`src/rtl/dhi_map.vh`:
```
// Constants for the display host interface controller.
`ifndef DHI_MAP_VH
`define DHI_MAP_VH
// Bus styles selected by the mode input.
`define DHI_MODE_PAR_SEP 2'h0
`define DHI_MODE_PAR_EN 2'h1
`define DHI_MODE_SER3 2'h2
`define DHI_MODE_SER4 2'h3
// Clock period and printed times in ns.
`define DHI_CLK_NS 10
`define DHI_PW_WR_NS 60
`define DHI_PW_RD_NS 120
`define DHI_PW_HI_NS 60
`define DHI_SETUP_NS 40
`define DHI_ACC_NS 140
`define DHI_SCK_LO_NS 20
`define DHI_SCK_HI_NS 200
// Cycle counts, least times rounded up.
`define DHI_CYC(ns) (((ns) + `DHI_CLK_NS - 1) / `DHI_CLK_NS)
`define DHI_PW_WR_CYC `DHI_CYC(`DHI_PW_WR_NS)
`define DHI_PW_RD_CYC `DHI_CYC(`DHI_PW_RD_NS)
`define DHI_PW_HI_CYC `DHI_CYC(`DHI_PW_HI_NS)
`define DHI_SETUP_CYC `DHI_CYC(`DHI_SETUP_NS)
`define DHI_ACC_CYC `DHI_CYC(`DHI_ACC_NS)
`define DHI_SCK_LO_CYC `DHI_CYC(`DHI_SCK_LO_NS)
`define DHI_SCK_HI_CYC `DHI_CYC(`DHI_SCK_HI_NS)
`endif

```
`src/rtl/dhi_timer.v`:
```
// Down counter that times each phase of a bus transfer.
`timescale 1ns/1ns
`default_nettype none
module dhi_timer (
   // Clock and reset.
   input wire clk,
   input wire srst,
   // Load a phase length; done pulses when it expires.
   input wire load,
   input wire [7:0] count,
   output reg done
);
   reg [7:0] remain;
   reg busy;
   always @(posedge clk) begin
      if (srst) begin
         remain <= 8'h00;
         busy <= 1'b0;
         done <= 1'b0;
      end else if (load) begin
         remain <= count;
         busy <= 1'b1;
         done <= 1'b0;
      end else if (busy && remain <= 8'h01) begin
         busy <= 1'b0;
         done <= 1'b1;
      end else begin
         remain <= remain - 8'h01;
         done <= 1'b0;
      end
   end
endmodule
`default_nettype wire

```
`src/rtl/dhi_host.v`:
```
// Host controller driving a display module over parallel or serial pins.
`timescale 1ns/1ns
`default_nettype none
`include "dhi_map.vh"
module dhi_host (
   // Clock and reset.
   input wire clk,
   input wire srst,
   // Configuration.
   input wire [1:0] mode,
   input wire csLatch,
   // Request side.
   input wire reqValid,
   input wire reqRead,
   input wire reqData,
   input wire [7:0] reqByte,
   input wire newAddress,
   output reg reqReady,
   output reg rspValid,
   output reg [7:0] rspByte,
   output reg rspError,
   // Pins to the module.
   output reg chipSelectN,
   output reg cmdDataSelect,
   output reg strobeA,
   output reg strobeB,
   output reg [7:0] busOut,
   output reg busOe,
   input wire [7:0] busIn,
   output reg hard_reset_n
);
   localparam ST_IDLE = 3'h0;
   localparam ST_SETUP = 3'h1;
   localparam ST_ACTIVE = 3'h2;
   localparam ST_RECOVER = 3'h3;
   localparam ST_SHIFT_LO = 3'h4;
   localparam ST_SHIFT_HI = 3'h5;
   localparam [31:0] SETUP_CYC = `DHI_SETUP_CYC;
   localparam [31:0] PW_WR_CYC = `DHI_PW_WR_CYC;
   localparam [31:0] PW_RD_CYC = `DHI_PW_RD_CYC;
   localparam [31:0] PW_HI_CYC = `DHI_PW_HI_CYC;
   localparam [31:0] SCK_LO_CYC = `DHI_SCK_LO_CYC;
   localparam [31:0] SCK_HI_CYC = `DHI_SCK_HI_CYC;
   reg [2:0] state;
   reg isRead;
   reg isDummy;
   reg needDummy;
   reg [7:0] shiftReg;
   reg [2:0] bitCount;
   reg tLoad;
   reg [7:0] tCount;
   wire tDone;
   wire serialMode = mode[1];
   wire enMode = (mode == `DHI_MODE_PAR_EN);
   dhi_timer phaseTimer (
      .clk(clk),
      .srst(srst),
      .load(tLoad),
      .count(tCount),
      .done(tDone)
   );
   // ----------------------------------------
   // Transfer sequencer.
   // ----------------------------------------
   always @(posedge clk) begin
      tLoad <= 1'b0;
      rspValid <= 1'b0;
      if (srst) begin
         state <= ST_IDLE;
         isRead <= 1'b0;
         isDummy <= 1'b0;
         needDummy <= 1'b1;
         shiftReg <= 8'h00;
         bitCount <= 3'h0;
         tCount <= 8'h00;
         reqReady <= 1'b0;
         rspByte <= 8'h00;
         rspError <= 1'b0;
         chipSelectN <= 1'b1;
         cmdDataSelect <= 1'b0;
         strobeA <= 1'b1;
         strobeB <= 1'b1;
         busOut <= 8'h00;
         busOe <= 1'b0;
         hard_reset_n <= 1'b0;
      end else begin
         hard_reset_n <= 1'b1;
         if (newAddress) begin
            needDummy <= 1'b1;
         end
         case (state)
            ST_IDLE: begin
               reqReady <= 1'b1;
               // Idle strobe levels per bus style.
               strobeA <= ~enMode & ~serialMode;
               strobeB <= ~serialMode;
               if (reqValid && reqReady) begin
                  reqReady <= 1'b0;
                  if (serialMode && reqRead) begin
                     rspValid <= 1'b1;
                     rspError <= 1'b1;
                     rspByte <= 8'h00;
                  end else begin
                     rspError <= 1'b0;
                     isRead <= reqRead;
                     isDummy <= reqRead & reqData & (needDummy | newAddress);
                     cmdDataSelect <= serialMode && mode == `DHI_MODE_SER3 ? 1'b0 : reqData;
                     shiftReg <= reqByte;
                     busOut <= reqByte;
                     busOe <= ~reqRead & ~serialMode;
                     if (enMode) begin
                        strobeB <= reqRead;
                     end
                     chipSelectN <= 1'b0;
                     bitCount <= 3'h7;
                     tCount <= SETUP_CYC[7:0];
                     tLoad <= 1'b1;
                     state <= ST_SETUP;
                  end
               end
            end
            ST_SETUP: begin
               if (tDone) begin
                  tLoad <= 1'b1;
                  if (serialMode) begin
                     strobeA <= 1'b0;
                     strobeB <= shiftReg[7];
                     tCount <= SCK_LO_CYC[7:0];
                     state <= ST_SHIFT_LO;
                  end else begin
                     tCount <= isRead ? PW_RD_CYC[7:0] : PW_WR_CYC[7:0];
                     if (enMode) begin
                        strobeA <= 1'b1;
                     end else if (!csLatch) begin
                        if (isRead) strobeA <= 1'b0;
                        else strobeB <= 1'b0;
                     end else begin
                        strobeA <= ~isRead;
                        strobeB <= isRead;
                     end
                     state <= ST_ACTIVE;
                  end
               end
            end
            ST_ACTIVE: begin
               if (tDone) begin
                  if (enMode) strobeA <= 1'b0;
                  else if (!csLatch) begin
                     strobeA <= 1'b1;
                     strobeB <= 1'b1;
                  end
                  chipSelectN <= 1'b1;
                  if (isRead && !isDummy) begin
                     rspByte <= busIn;
                  end
                  tCount <= PW_HI_CYC[7:0];
                  tLoad <= 1'b1;
                  state <= ST_RECOVER;
               end
            end
            ST_SHIFT_LO: begin
               if (tDone) begin
                  strobeA <= 1'b1;
                  tCount <= SCK_HI_CYC[7:0];
                  tLoad <= 1'b1;
                  state <= ST_SHIFT_HI;
               end
            end
            ST_SHIFT_HI: begin
               if (tDone) begin
                  tLoad <= 1'b1;
                  if (bitCount == 3'h0) begin
                     chipSelectN <= 1'b1;
                     tCount <= PW_HI_CYC[7:0];
                     state <= ST_RECOVER;
                  end else begin
                     strobeA <= 1'b0;
                     strobeB <= shiftReg[6];
                     shiftReg <= {shiftReg[6:0], 1'b0};
                     bitCount <= bitCount - 3'h1;
                     tCount <= SCK_LO_CYC[7:0];
                     state <= ST_SHIFT_LO;
                  end
               end
            end
            ST_RECOVER: begin
               busOe <= 1'b0;
               if (tDone) begin
                  if (isDummy) begin
                     // Dummy result discarded; repeat as the real read.
                     isDummy <= 1'b0;
                     // An address change in the same cycle must win over the clear.
                     if (!newAddress) begin
                        needDummy <= 1'b0;
                     end
                     chipSelectN <= 1'b0;
                     if (enMode) strobeB <= 1'b1;
                     tCount <= SETUP_CYC[7:0];
                     tLoad <= 1'b1;
                     state <= ST_SETUP;
                  end else begin
                     if (isRead && cmdDataSelect && !newAddress) begin
                        needDummy <= 1'b0;
                     end
                     rspValid <= 1'b1;
                     state <= ST_IDLE;
                  end
               end
            end
            default: begin
               state <= ST_IDLE;
            end
         endcase
      end
   end
endmodule
`default_nettype wire

```
`config.mk`:
```
export PLATFORM = sky130hd
export DESIGN_NAME = dhi_host
export DESIGN_NICKNAME = d
export VERILOG_FILES = /design/src/rtl/dhi_timer.v /design/src/rtl/dhi_host.v
export VERILOG_INCLUDE_DIRS = /design/src /design/src/rtl
export SDC_FILE = /design/constraint.sdc
export NUM_CORES = 1
export LEC_CHECK = 0
export BUFFER_PORTS_ARGS = -buffer_cell sky130_fd_sc_hd__buf_2
export CORE_MARGIN = 5
export CORE_UTILIZATION = 55
export CTS_CLUSTER_SIZE = 12
export DETAILED_ROUTE_END_ITERATION = 8
export PLACE_DENSITY = 0.87
export SLEW_MARGIN = 25
export SYNTH_ARGS = -nofsm -noshare
export SYNTH_HDL_FRONTEND = slang
export SYNTH_SLANG_ARGS = --single-unit
export TNS_END_PERCENT = 100
```
`constraint.sdc`:
```
create_clock -name clk -period 3 [get_ports clk]
set_input_delay 0.15 -clock clk [delete_from_list [all_inputs] [get_ports clk]]
set_output_delay 0.15 -clock clk [all_outputs]
set_load 0.005 [all_outputs]
```
==> results summary, run 1 <==
In this design, the stage delay of the slowest critical-path cell is 0.73 ns. The startpoint identified for the worst register-to-register timing path is state[1]. The final core area utilization came out at 64.3%. The slowest stage of the critical path belongs to the cell sky130_fd_sc_hd__dfxtp_1. For this run, the leading register cell type out of synthesis is sky130_fd_sc_hd__dfxtp_1. The final critical delay including setup and external delays came out at 2.28 ns. The final layout net count came out at 401.

The path class of the tightest hold or removal check is input pin to register. The area of the mapped netlist came out at between 2000 and 3000 µm². The fraction of layout instances using a drive strength above 1 is 21.0%. The startpoint identified for the worst hold timing path is newAddress. The number of instances resized during post-cts repair is 0.

The fill cell total of the finished layout is roughly 420. The final setup skew came out at about 0.0068 ns. The overall power after layout came out at 1.94 mW. The post-synthesis instance total came out at 333. Measured along the x axis, the die boundary spans 81.2 µm. The clock net sink count is 57.

Entering global routing, the biggest net connects 45 pins. Summed over all instances, the cell type with the most area after synthesis is sky130_fd_sc_hd__dfxtp_1. The count of unique library cells instantiated by Yosys is 58. The count of antenna-violating nets left after detailed routing is 0. The post-cts hold buffer count is 0. The H-tree generated during clock tree synthesis spans 3 levels.

After the first detailed-routing iteration, the DRC count stood at 196. The total routing resource utilization after global routing is 21.6%. The initial utilization of the core area, before any placement, comes to 55.6%. The maximum net fanout on the critical path came out at 22. The count of buffers added on input and output ports is 49. The portion of synthesized cell area occupied by the leading cell type is 41.0%.

The run finished with clean final reports. The critical path is of the register to register type. The top achievable clock speed came out at 438 MHz. The critical path buffer and inverter count came out at 1. For this run, the number of Yosys warnings is 0. The final-report hold violation count is 0. The register-to-register setup slack is 0.72 ns. Broken down by cell family, the worst path's largest delay share belongs to simple AND/OR/NAND/NOR gates. The detailed-router iteration count before antenna repair is 4.

The number of flops mapped to enable cells by yosys is 0. The required time of the critical path came out at 3.19 ns. The type of element capturing the critical path is a register. After synthesis, flip-flops and latches occupy 41.0% of the total area. The cell row count is 26. The root buffer cell chosen for the clock tree is sky130_fd_sc_hd__clkbuf_8. The slew of the pin with the lowest slew margin came out at approximately 0.84 ns.

Setup repair after global routing left no endpoint under its margin. No sink is reached through more buffers than the 2 on the longest clock path. The overall die height is 81.2 µm. The power density relative to cell area is slightly above 600 nW/µm². The analysis attributes to cell leakage a power of around 1.3 nW.

Once the clock tree was built, the setup fixing pass inserted 0 buffers. The total congestion overflow came out at 0. For this block, the routed nets add up to 6.61 mm of wire. The post-DP HPWL is approximately 4.5 mm.

At the later pin of the worst-skew pair, clock insertion delay measures 0.34 ns. The repair_antennas step left the layout with diodes totalling 0. In the finished design, the share of the clock period the worst path needs comes to 76.1%. The number of instances on the worst hold path came out at 3. The routability-driven placement congestion ratio came out at approximately 0.89. The count of pins over their slew limit is 0. The first-pass GRT wire length is 11.1 mm. The number of synthesized register bits is 57. The detailed-route via count came out at 2,572. In the final routed layout, each cell accounts on average for 14.8 µm.

The worst-case IR drop observed on VDD is 338 µV. Clock-pin slew was measured on the worst setup and hold paths at 0.06 ns. The post-synthesis to final-layout area growth came out at 15.6%. The total DRC errors in the routed layout came out at 0. Sorting the synthesized cells by area gives the leading types as sky130_fd_sc_hd__dfxtp_1 41%, sky130_fd_sc_hd__a21oi_1 5.7%, sky130_fd_sc_hd__nand2_1 5.5%, sky130_fd_sc_hd__nor2_1 3.8%, sky130_fd_sc_hd__o21ai_0 2.7%. The die covers between 6000 and 7000 µm². The hold-critical path endpoint is needDummy.

The reg-to-reg endpoint is shiftReg[7]. The number of cells on the worst reg-to-reg path came out at 6. The core footprint came out at 5010 µm². The number of buffers added by the clock tree synthesis step is 9. The element type at the critical path start is a register. The number of antenna violations at the first check in global routing is 0. The TritonCTS clock tree is built. The total nets after synthesis is 362.

The via count of the first global-routing pass is between 2,000 and 2,500. For the worst setup path, the data arrival time is 2.47 ns. The critical path goes through and3b_1, buf_4, and3_1, or2_1, nand3_1, a31oi_1.

The setup TNS is 0 ns. The mean instance size in the synthesized netlist is 8.37 µm². After synthesis, the share of flip-flops with an asynchronous set or reset is 0%. The average vias per placed instance came out at 5.75. Measured against its own limit, the worst slew margin works out to 43.8%. The final setup violation count is 0. The number of maximum-capacitance constraint violations is 0.

The number of primary I/O pins is 50.
## worst max path at each step
stage / from / to / slack [ns] / depth (start not counted)
after floorplan: phaseTimer.remain[0] / phaseTimer.remain[5] / 1.15 / 6
after global placement: state[1] / bitCount[1] / 0.84 / 6
after detailed placement: state[1] / shiftReg[7] / 0.78 / 6
after CTS: state[1] / shiftReg[7] / 0.76 / 6
after global routing: state[1] / bitCount[0] / 0.54 / 6
final: state[1] / shiftReg[7] / 0.72 / 6
## synthesized netlist by cell type, types with 4 or more instances
| cell type | n |
|---|---|
| sky130_fd_sc_hd__nor2_1 | 28 |
| sky130_fd_sc_hd__a211oi_1 | 6 |
| sky130_fd_sc_hd__inv_1 | 10 |
| sky130_fd_sc_hd__ha_1 | 4 |
| sky130_fd_sc_hd__a31oi_1 | 4 |
| sky130_fd_sc_hd__o211ai_1 | 5 |
| sky130_fd_sc_hd__buf_1 | 4 |
| sky130_fd_sc_hd__xor2_1 | 5 |
| sky130_fd_sc_hd__nor3_1 | 8 |
| sky130_fd_sc_hd__dfxtp_1 | 57 |
| sky130_fd_sc_hd__nand2_1 | 41 |
| sky130_fd_sc_hd__nand2b_1 | 7 |
| sky130_fd_sc_hd__nand3_1 | 5 |
| sky130_fd_sc_hd__a22o_1 | 8 |
| sky130_fd_sc_hd__buf_2 | 4 |
| sky130_fd_sc_hd__clkbuf_1 | 12 |
| sky130_fd_sc_hd__mux2i_1 | 7 |
| sky130_fd_sc_hd__nor2b_1 | 7 |
| sky130_fd_sc_hd__a21oi_1 | 32 |
| sky130_fd_sc_hd__or3_1 | 5 |
| sky130_fd_sc_hd__o21ai_0 | 15 |
## registers in the layout, indices dropped and copies added (netlist names), 3 cells and up
signal and count:
state 3, shiftReg 8, tCount 4, busOut 8, phaseTimer.remain 8, bitCount 3
rspByte 8
## worst reg2reg max path, stage by stage, from the launching register on
cell and delay, ns:
sky130_fd_sc_hd__dfxtp_1 0.73, sky130_fd_sc_hd__and3b_1 0.26, sky130_fd_sc_hd__buf_4 0.18, sky130_fd_sc_hd__and3_1 0.23
sky130_fd_sc_hd__or2_1 0.46, sky130_fd_sc_hd__nand3_1 0.19, sky130_fd_sc_hd__a31oi_1 0.09
## cell families (layout without fill, tap and decap cells)
group	count (synthesis)	count (layout)	share of synthesized area, %
AO/OA/AOI/OAI	94	94	22.8
AND/OR/NAND/NOR	130	130	23.8
adder cells (fa/ha/maj)	4	4	1.80
buffers and inverters	35	79	6.24
XOR/XNOR	6	6	1.89
flip-flops	57	57	41.0
multiplexers	7	7	2.51
## power breakdown
group / switching (mW) / internal [mW] / total [mW]
sequential: 0.0574 / 0.822 / 0.879
combinational: 0.179 / 0.141 / 0.320
clock: 0.294 / 0.451 / 0.744
## cell type report
class	count	area, µm²	area share, %
clock buffer	14	173	5.36
clock inverter	2	35.0	1.09
inverter	10	37.5	1.17
multi-input combinational	241	1470	45.7
sequential	57	1140	35.4
tap	70	87.6	2.72
timing repair buffer	53	275	8.55
## layout by cell type, fill, tap and decap left out, types with 4 or more instances in the layout
| cell type | count |
|---|---|
| sky130_fd_sc_hd__dfxtp_1 | 57 |
| sky130_fd_sc_hd__buf_2 | 49 |
| sky130_fd_sc_hd__nand2_1 | 41 |
| sky130_fd_sc_hd__a21oi_1 | 32 |
| sky130_fd_sc_hd__nor2_1 | 28 |
| sky130_fd_sc_hd__o21ai_0 | 15 |
| sky130_fd_sc_hd__clkbuf_8 | 12 |
| sky130_fd_sc_hd__inv_1 | 10 |
| sky130_fd_sc_hd__nor3_1 | 8 |
| sky130_fd_sc_hd__a22o_1 | 8 |
| sky130_fd_sc_hd__nor2b_1 | 7 |
| sky130_fd_sc_hd__nand2b_1 | 7 |
| sky130_fd_sc_hd__mux2i_1 | 7 |
| sky130_fd_sc_hd__a211oi_1 | 6 |
| sky130_fd_sc_hd__or3_1 | 5 |
| sky130_fd_sc_hd__nand3_1 | 5 |
| sky130_fd_sc_hd__o211ai_1 | 5 |
| sky130_fd_sc_hd__xor2_1 | 5 |
| sky130_fd_sc_hd__a31oi_1 | 4 |
| sky130_fd_sc_hd__ha_1 | 4 |
| sky130_fd_sc_hd__buf_4 | 4 |
## through the flow
stage	hold WS, ns	setup WS, ns	cells	instance area (µm²)
after detailed placement	0.359	0.780	431	3010
final	0.0132	0.717	447	3220
after floorplan	0.243	1.15	333	2790
after global routing	0.0121	0.536	447	3220
after global placement	0.354	0.842	431	3010
after CTS	0.00840	0.760	447	3220
## per-layer routing
| layer | GRT usage [%] | part of all wire, % |
|---|---|---|
| met1 | 28.1 | 43 |
| met2 | 33.7 | 48 |
| met3 | 4.32 | 6.2 |
| met4 | 11.7 | 2.4 |
| met5 | 0 | 0 |
No activity file was read; power rests on OpenSTA's default activity.
==> inputs of run 2 (changes only) <==
==> constraint.sdc (replaced) <==
create_clock -name clk -period 2.4 [get_ports clk]
set_input_delay 0.12 -clock clk [delete_from_list [all_inputs] [get_ports clk]]
set_output_delay 0.12 -clock clk [all_outputs]
set_load 0.005 [all_outputs]
==> run 2 against run 1 <==
Net effect:
- via count rose by 3.3%
- routed wire length rose by 2.3%
- die area did not move
- cell count rose by 1.3%
- largest power group unchanged
- highest routed layer unchanged
==> results summary, run 2 (synthesis gave the netlist of run 1 again) <==
The flow ran to the end, and the final reports show no timing, DRC or antenna violations. The deepest level of the CTS H-tree came out at 3. The count of antenna-violating nets left after detailed routing is 0. The critical path goes through nor2b_1, nor2b_1, o31a_1, o21ai_0, a21oi_1. The reg-to-reg endpoint is tCount[3].

The detailed-route via count is 2,656. The first-pass GRT wire length came out at 11.5 mm. During I/O placement, the number of pins put on the boundary was 50. The arrival time of data at the critical path endpoint is between 2 and 2.5 ns.

Among all stages on the critical path, the largest delay is contributed by sky130_fd_sc_hd__dfxtp_1. The register-to-register setup slack is 0.25 ns. The detailed-router iteration count before antenna repair is 5. The ratio of final minimum period to clock period came out at 89.7%. The relative max-transition margin came out at 43.9%. The overall die height is 81.2 µm. The average vias per placed instance came out at 5.86.

The fill cell total of the finished layout came out at 427. The number of input and output port buffers inserted came out at a little under 50. The power density relative to cell area is 735 nW/µm². The die covers between 6000 and 7000 µm². The count of routing violations after the opening detailed-route iteration came out at 218. The buffer cell driving the clock tree root is sky130_fd_sc_hd__clkbuf_8. In the final layout, the share of cells above drive strength 1 is 21.4%.

For this run, design rule violations remaining after detail routing come to 0. The startpoint identified for the worst register-to-register timing path is state[1]. The library cell used most frequently in the layout, excluding fill and tap cells, is sky130_fd_sc_hd__dfxtp_1. The post-DP HPWL came out at 4.61 mm. The final-report hold violation count is 0. On the final layout, the worst clock skew is 0.00452 ns. Among cell families on the critical path, the largest total delay comes from simple AND/OR/NAND/NOR gates. The top achievable clock speed came out at 465 MHz. The total congestion overflow came out at 0. The total routing resource utilization after global routing came out at 22.4%. The post-synthesis to final-layout area growth came out at 17.4%. Setup repair after global routing left no endpoint under its margin.

The worst setup path is captured at a register. The maximum net fanout on the critical path came out at 18. The required time of the critical path came out at 2.66 ns. The aggregate routed wire length came out at 6.76 mm. In the layout the commonest cells are 57 x sky130_fd_sc_hd__dfxtp_1, 49 x sky130_fd_sc_hd__buf_2, 41 x sky130_fd_sc_hd__nand2_1. For the pin with the worst max-slew slack, the measured transition is 0.841 ns. In the final design database the tool counted between 400 and 500 nets. In the final layout, the multi-input gates occupy 1470 µm². The path with the worst hold slack has its endpoint at rspByte[4]. In this run the most critical hold path is launched from busIn[4]. The final core area utilization is between 60% and 70%. The setup TNS is 0 ns. Routability-driven placement finished with a final weighted congestion of 0.906.

The setup path with the least slack is of type register to register. The sequential cell area came out at between 1000 and 1500 µm². The cell row count is 26. The number of instances on the worst hold path is 2. The final setup violation count is 0. The worst IR drop on VDD is ~540 µV. The largest single stage delay on the critical path is 0.64 ns.

The maximum buffer depth of the clock tree is 2. The clock net sink count is 57. The pin count of the biggest net entering global routing came out at 45. Clock-pin slew was measured on the worst setup and hold paths at 0.06 ns. Across the run, the number of max-cap violations was 0. The critical path contains buffers and inverters numbering 0 combined.

In this design, the critical path's most frequently occurring cell is sky130_fd_sc_hd__nor2b_1. The leakage power figure came out at 1.31 nW. The count of antenna diodes in the layout came out at 0. The number of buffers added by the clock tree synthesis step came out at 9. The final critical delay including setup and external delays came out at 2.15 ns. The number of antenna violations at the first check in global routing is 0. The count of pins over their slew limit came out at 0. The routed wirelength normalized by instance count came out at 14.9 µm. The starting utilization of the core area is 55.6%. The number of instances resized during post-cts repair came out at 0. The TritonCTS clock tree is built. The number of cells on the worst reg-to-reg path is 5. The worst hold path belongs to the class input pin to register.

The via count of the first global-routing pass is 2,559. The core footprint is roughly 5000 µm². The die boundary width came out at between 80 and 90 µm. The source-to-sink clock delay at the later pin of the worst-skew pair is ~0.34 ns.

STA classifies the critical path startpoint as a register.
## run 2: changes by cell type in the layout (fill, tap and decap cells not counted), sizes merged
| cell | change |
|---|---|
| dlygate4sd3 | +4 |
| buf | +3 |
| clkbuf | -2 |
| clkinv | +1 |
## run 2: worst max-delay path by stage
stage	from	end	slack (ns)	cells past startpoint
global route	state[1]	tCount[3]	0.07	5
global placement	state[1]	tCount[1]	0.41	5
detailed placement	state[1]	tCount[3]	0.30	5
finish	state[1]	tCount[3]	0.25	5
CTS	state[1]	tCount[3]	0.28	5
floorplan	phaseTimer.remain[0]	phaseTimer.remain[5]	0.55	6
## run 2: power breakdown
group	leakage, nW	switching, mW	internal [mW]
clock network	0.102	0.372	0.527
registers	0.465	0.0765	1.03
logic	0.739	0.218	0.183
total	1.31	0.666	1.74
## run 2: final cells by class
type	instances	share of cell area (%)
Inverter	10	1.15
Clock buffer	12	4.74
Timing Repair Buffer	60	10.3
Sequential cell	57	34.9
Tap cell	70	2.68
Clock inverter	3	1.22
Multi-Input combinational cell	241	45.0
## run 2: timing repair
action / 4_1_cts / 5_1_grt
hold buffers: 4 / 0
buffers inserted: 0 / 0
setup endpoints to repair: 0 / 0
hold endpoints to repair: 4 / 0
## run 2: per-layer routing
metal	global-route usage [%]	part of all wire [%]	wire, µm
met4	13.5	2.6	174
met1	27.8	44	2950
met2	35.5	47	3190
met5	0	0	0
met3	4.88	6.5	440
## run 2: metrics by stage
step	area, µm²	hold WS, ns	instances	power (mW)	setup slack, ns
2_1_floorplan	2790	0.213	333	1.41	0.550
3_3_place_gp	3040	0.321	434	1.50	0.410
3_5_place_dp	3040	0.339	434	1.51	0.303
4_1_cts	3270	0.00320	453	2.41	0.276
5_1_grt	3270	0.0118	453	2.52	0.0747
6_report	3270	0.00817	453	2.40	0.248
==> inputs of run 3 (changes only) <==
--- a/config.mk
+++ b/config.mk
@@ -6,11 +6,13 @@
 export SDC_FILE = /design/constraint.sdc
 export NUM_CORES = 1
 export LEC_CHECK = 0
+export ABC_CLOCK_PERIOD_IN_PS = 2400
 export BUFFER_PORTS_ARGS = -buffer_cell sky130_fd_sc_hd__buf_2
 export CORE_MARGIN = 5
 export CORE_UTILIZATION = 55
 export CTS_CLUSTER_SIZE = 12
 export DETAILED_ROUTE_END_ITERATION = 8
+export MAX_ROUTING_LAYER = met4
 export PLACE_DENSITY = 0.87
 export SLEW_MARGIN = 25
 export SYNTH_ARGS = -nofsm -noshare
==> run 3 against run 2 <==
Net effect:
- routed wire length rose by 1.2%
- sequential share of layout area shrank 0.13 points
- worst setup slack worse by 0.016 ns
- power fell by 1.4%
- register-to-register slack lost 0.02 ns
- utilization rose by 0.25 points
- largest power group unchanged
==> results summary, run 3 (synthesis gave the netlist of run 1 again) <==
The first-pass GRT wire length is ~11 mm. The worst path meets setup with 0.232 ns of slack. The cell row count is 26. The count of nets left with antenna violations once routing finished came out at 0.

The final setup violation count is 0. The count of pins over their slew limit is 0. The slowest stage of the critical path belongs to the cell sky130_fd_sc_hd__dfxtp_1. The root buffer cell chosen for the clock tree is sky130_fd_sc_hd__clkbuf_8. The run finished with clean final reports. The pre-antenna-repair detailed-routing pass consisted of 4 iterations. Measured against its own limit, the worst slew margin works out to 42.4%. The final setup skew is 0.00930 ns. In the layout the commonest cells are 57 x sky130_fd_sc_hd__dfxtp_1, 49 x sky130_fd_sc_hd__buf_2, 41 x sky130_fd_sc_hd__nand2_1. Of the available clock period, the critical path in the final layout requires 90.3%. In this run, the number of DRC markers left after iteration 0 of detailed routing was 275. The routability-driven placement congestion ratio came out at 0.883. The pin count of the biggest net entering global routing came out at 45.

Setup repair after global routing left no endpoint under its margin. The via count of the first global-routing pass was 2,405. In this run the worst hold path is classified as input pin to register. In the routed design, unresolved DRC markers number 0.

The clock slew at the register clock pins of the worst setup and hold paths came out at around 0.070 ns. The final critical delay including setup and external delays is 2.17 ns. The final-report hold violation count came out at 0. The maximum buffer depth of the clock tree came out at 2. The total congestion overflow is 0. Across all hold checks on the routed design, the worst slack comes to ~0.019 ns.

The maximum single-stage delay on the critical path came out at between 0.6 and 0.7 ns. The area growth from synthesis to layout is 17.8%. Traced cell by cell, the critical path runs through nor2b_1, nor2b_1, o31a_1, o21ai_0, o311a_1. The number of maximum-capacitance constraint violations came out at 0. The global-route track usage on met2 is around 34%. The leakage power figure came out at 1.31 nW.

STA classifies the critical path startpoint as a register. The clock reaches the later pin of the worst-skew pair after 0.34 ns. The power density relative to cell area is around 720 nW/µm². The net count of the finished layout is 410.

The overall power after layout is 2.37 mW. The count of non-filler cells in the finished layout is 456. The number of antenna violations at the first check in global routing came out at 0. TritonCTS built the clock tree. CTS saw 57 sinks. The setup slack after placement is 0.355 ns. The worst IR drop on VDD came out at 587 µV. The post-DP HPWL came out at 4.45 mm. The die boundary width is 81.2 µm. The sequential cell area is around 1100 µm². Cells with a size suffix above 1 make up 21.2% of the layout. The number of primary I/O pins is 50. The leading cell type in the layout, fill and taps excluded is sky130_fd_sc_hd__dfxtp_1.

For this run, global-route usage on met1 was measured as 28.5%. The routed wirelength normalized by instance count is 15.0 µm. The post-placement cell count came out at ~430. STA classifies the critical path endpoint as a register. Once the floorplan was initialized, standard cells occupied 55.6% of the core.

The top achievable clock speed is 461 MHz. The overall die height is 81.2 µm. The overall die area is about 6600 µm². The maximum net fanout on the critical path came out at 18. The core footprint came out at 5010 µm².

The fraction of met3 tracks used by global routing came out at under 10%. Data on the critical path arrives at its endpoint at 2.38 ns. Summing all multi-input logic gate instances after layout gives 1470 µm².

The fill cell total of the finished layout is 403. The aggregate routed wire length is 6.83 mm. In this run the tool buffered the top-level ports with 49 buffer cells. The slew of the pin with the lowest slew margin is 0.863 ns. Summed over all failing endpoints, the final setup total negative slack is 0 ns. The worst setup path is of the register to register kind. For the worst setup path, the data required time is 2.62 ns.

Counting stages on the worst path, the most repeated cell is sky130_fd_sc_hd__nor2b_1. The repair_antennas step left the layout with diodes totalling 0. The most used routing layer is met2. The detailed-route via count is 2,619. The average vias per placed instance is about 5.7.

The deepest level of the CTS H-tree came out at 3. The total routing resource utilization after global routing is 22.5%. The number of buffers added by the clock tree synthesis step came out at 9.

In this run the post-CTS setup repair buffer count came out at 0.
[run 3: cell types whose count changed in the layout (fill, tap and decap cells not counted), sizes merged]
cell and delta:
clkbuf -1, clkinv +1, clkinvlp +1, dlygate4sd3 +2
[run 3: power breakdown]
group	internal, mW	switching, mW	leakage (nW)
Sequential	1.03	0.0759	0.465
Clock	0.478	0.383	0.0933
Combinational	0.186	0.221	0.747
[run 3: worst max-delay path: cells and delay by family (launching register included)]
kind	cells	cell delay (ns)
DFF	1	0.65
and+or+nand+nor	2	0.87
AOI/OAI and AO/OA	3	0.52
[run 3: path summary, 6_finish.rpt]
check	cells after the start	slack (ns)	start	end
min reg2reg	2	0.46	busOut[3]	busOut[3]
max	5	0.23	state[1]	tCount[1]
max reg2reg	5	0.23	state[1]	tCount[1]
min	2	0.02	busIn[2]	rspByte[2]
[run 3: cell type report]
cell class              count  share of cell area (%)
clock inverters             5                    1.71
inverters                  10                    1.14
well taps                  70                    2.67
repair buffers             62                    10.9
multi-input cells         241                    44.8
flip-flops and latches     57                    34.8
clock buffers              11                    4.00
[run 3: through the flow]
| stage | utilization, % | instance area, µm² |
|---|---|---|
| after floorplan | - | 2790 |
| after global placement | 60.6 | 3040 |
| after detailed placement | 60.6 | 3040 |
| after CTS | 65.3 | 3270 |
| after global routing | 65.5 | 3280 |
| final | 65.5 | 3280 |
[run 3: repair_timing]
action / in CTS / in global routing
resized for setup: 0 / 0
setup endpoints to repair: 0 / 0
hold buffers: 5 / 1
endpoints found under the hold margin: 5 / 1
[run 3: routing by layer]
metal	vias to the layer above	share of wire (%)
li1	1290	-
met1	1220	43
met2	97	49
met3	12	6.9
met4	0	1.5
met5	-	0
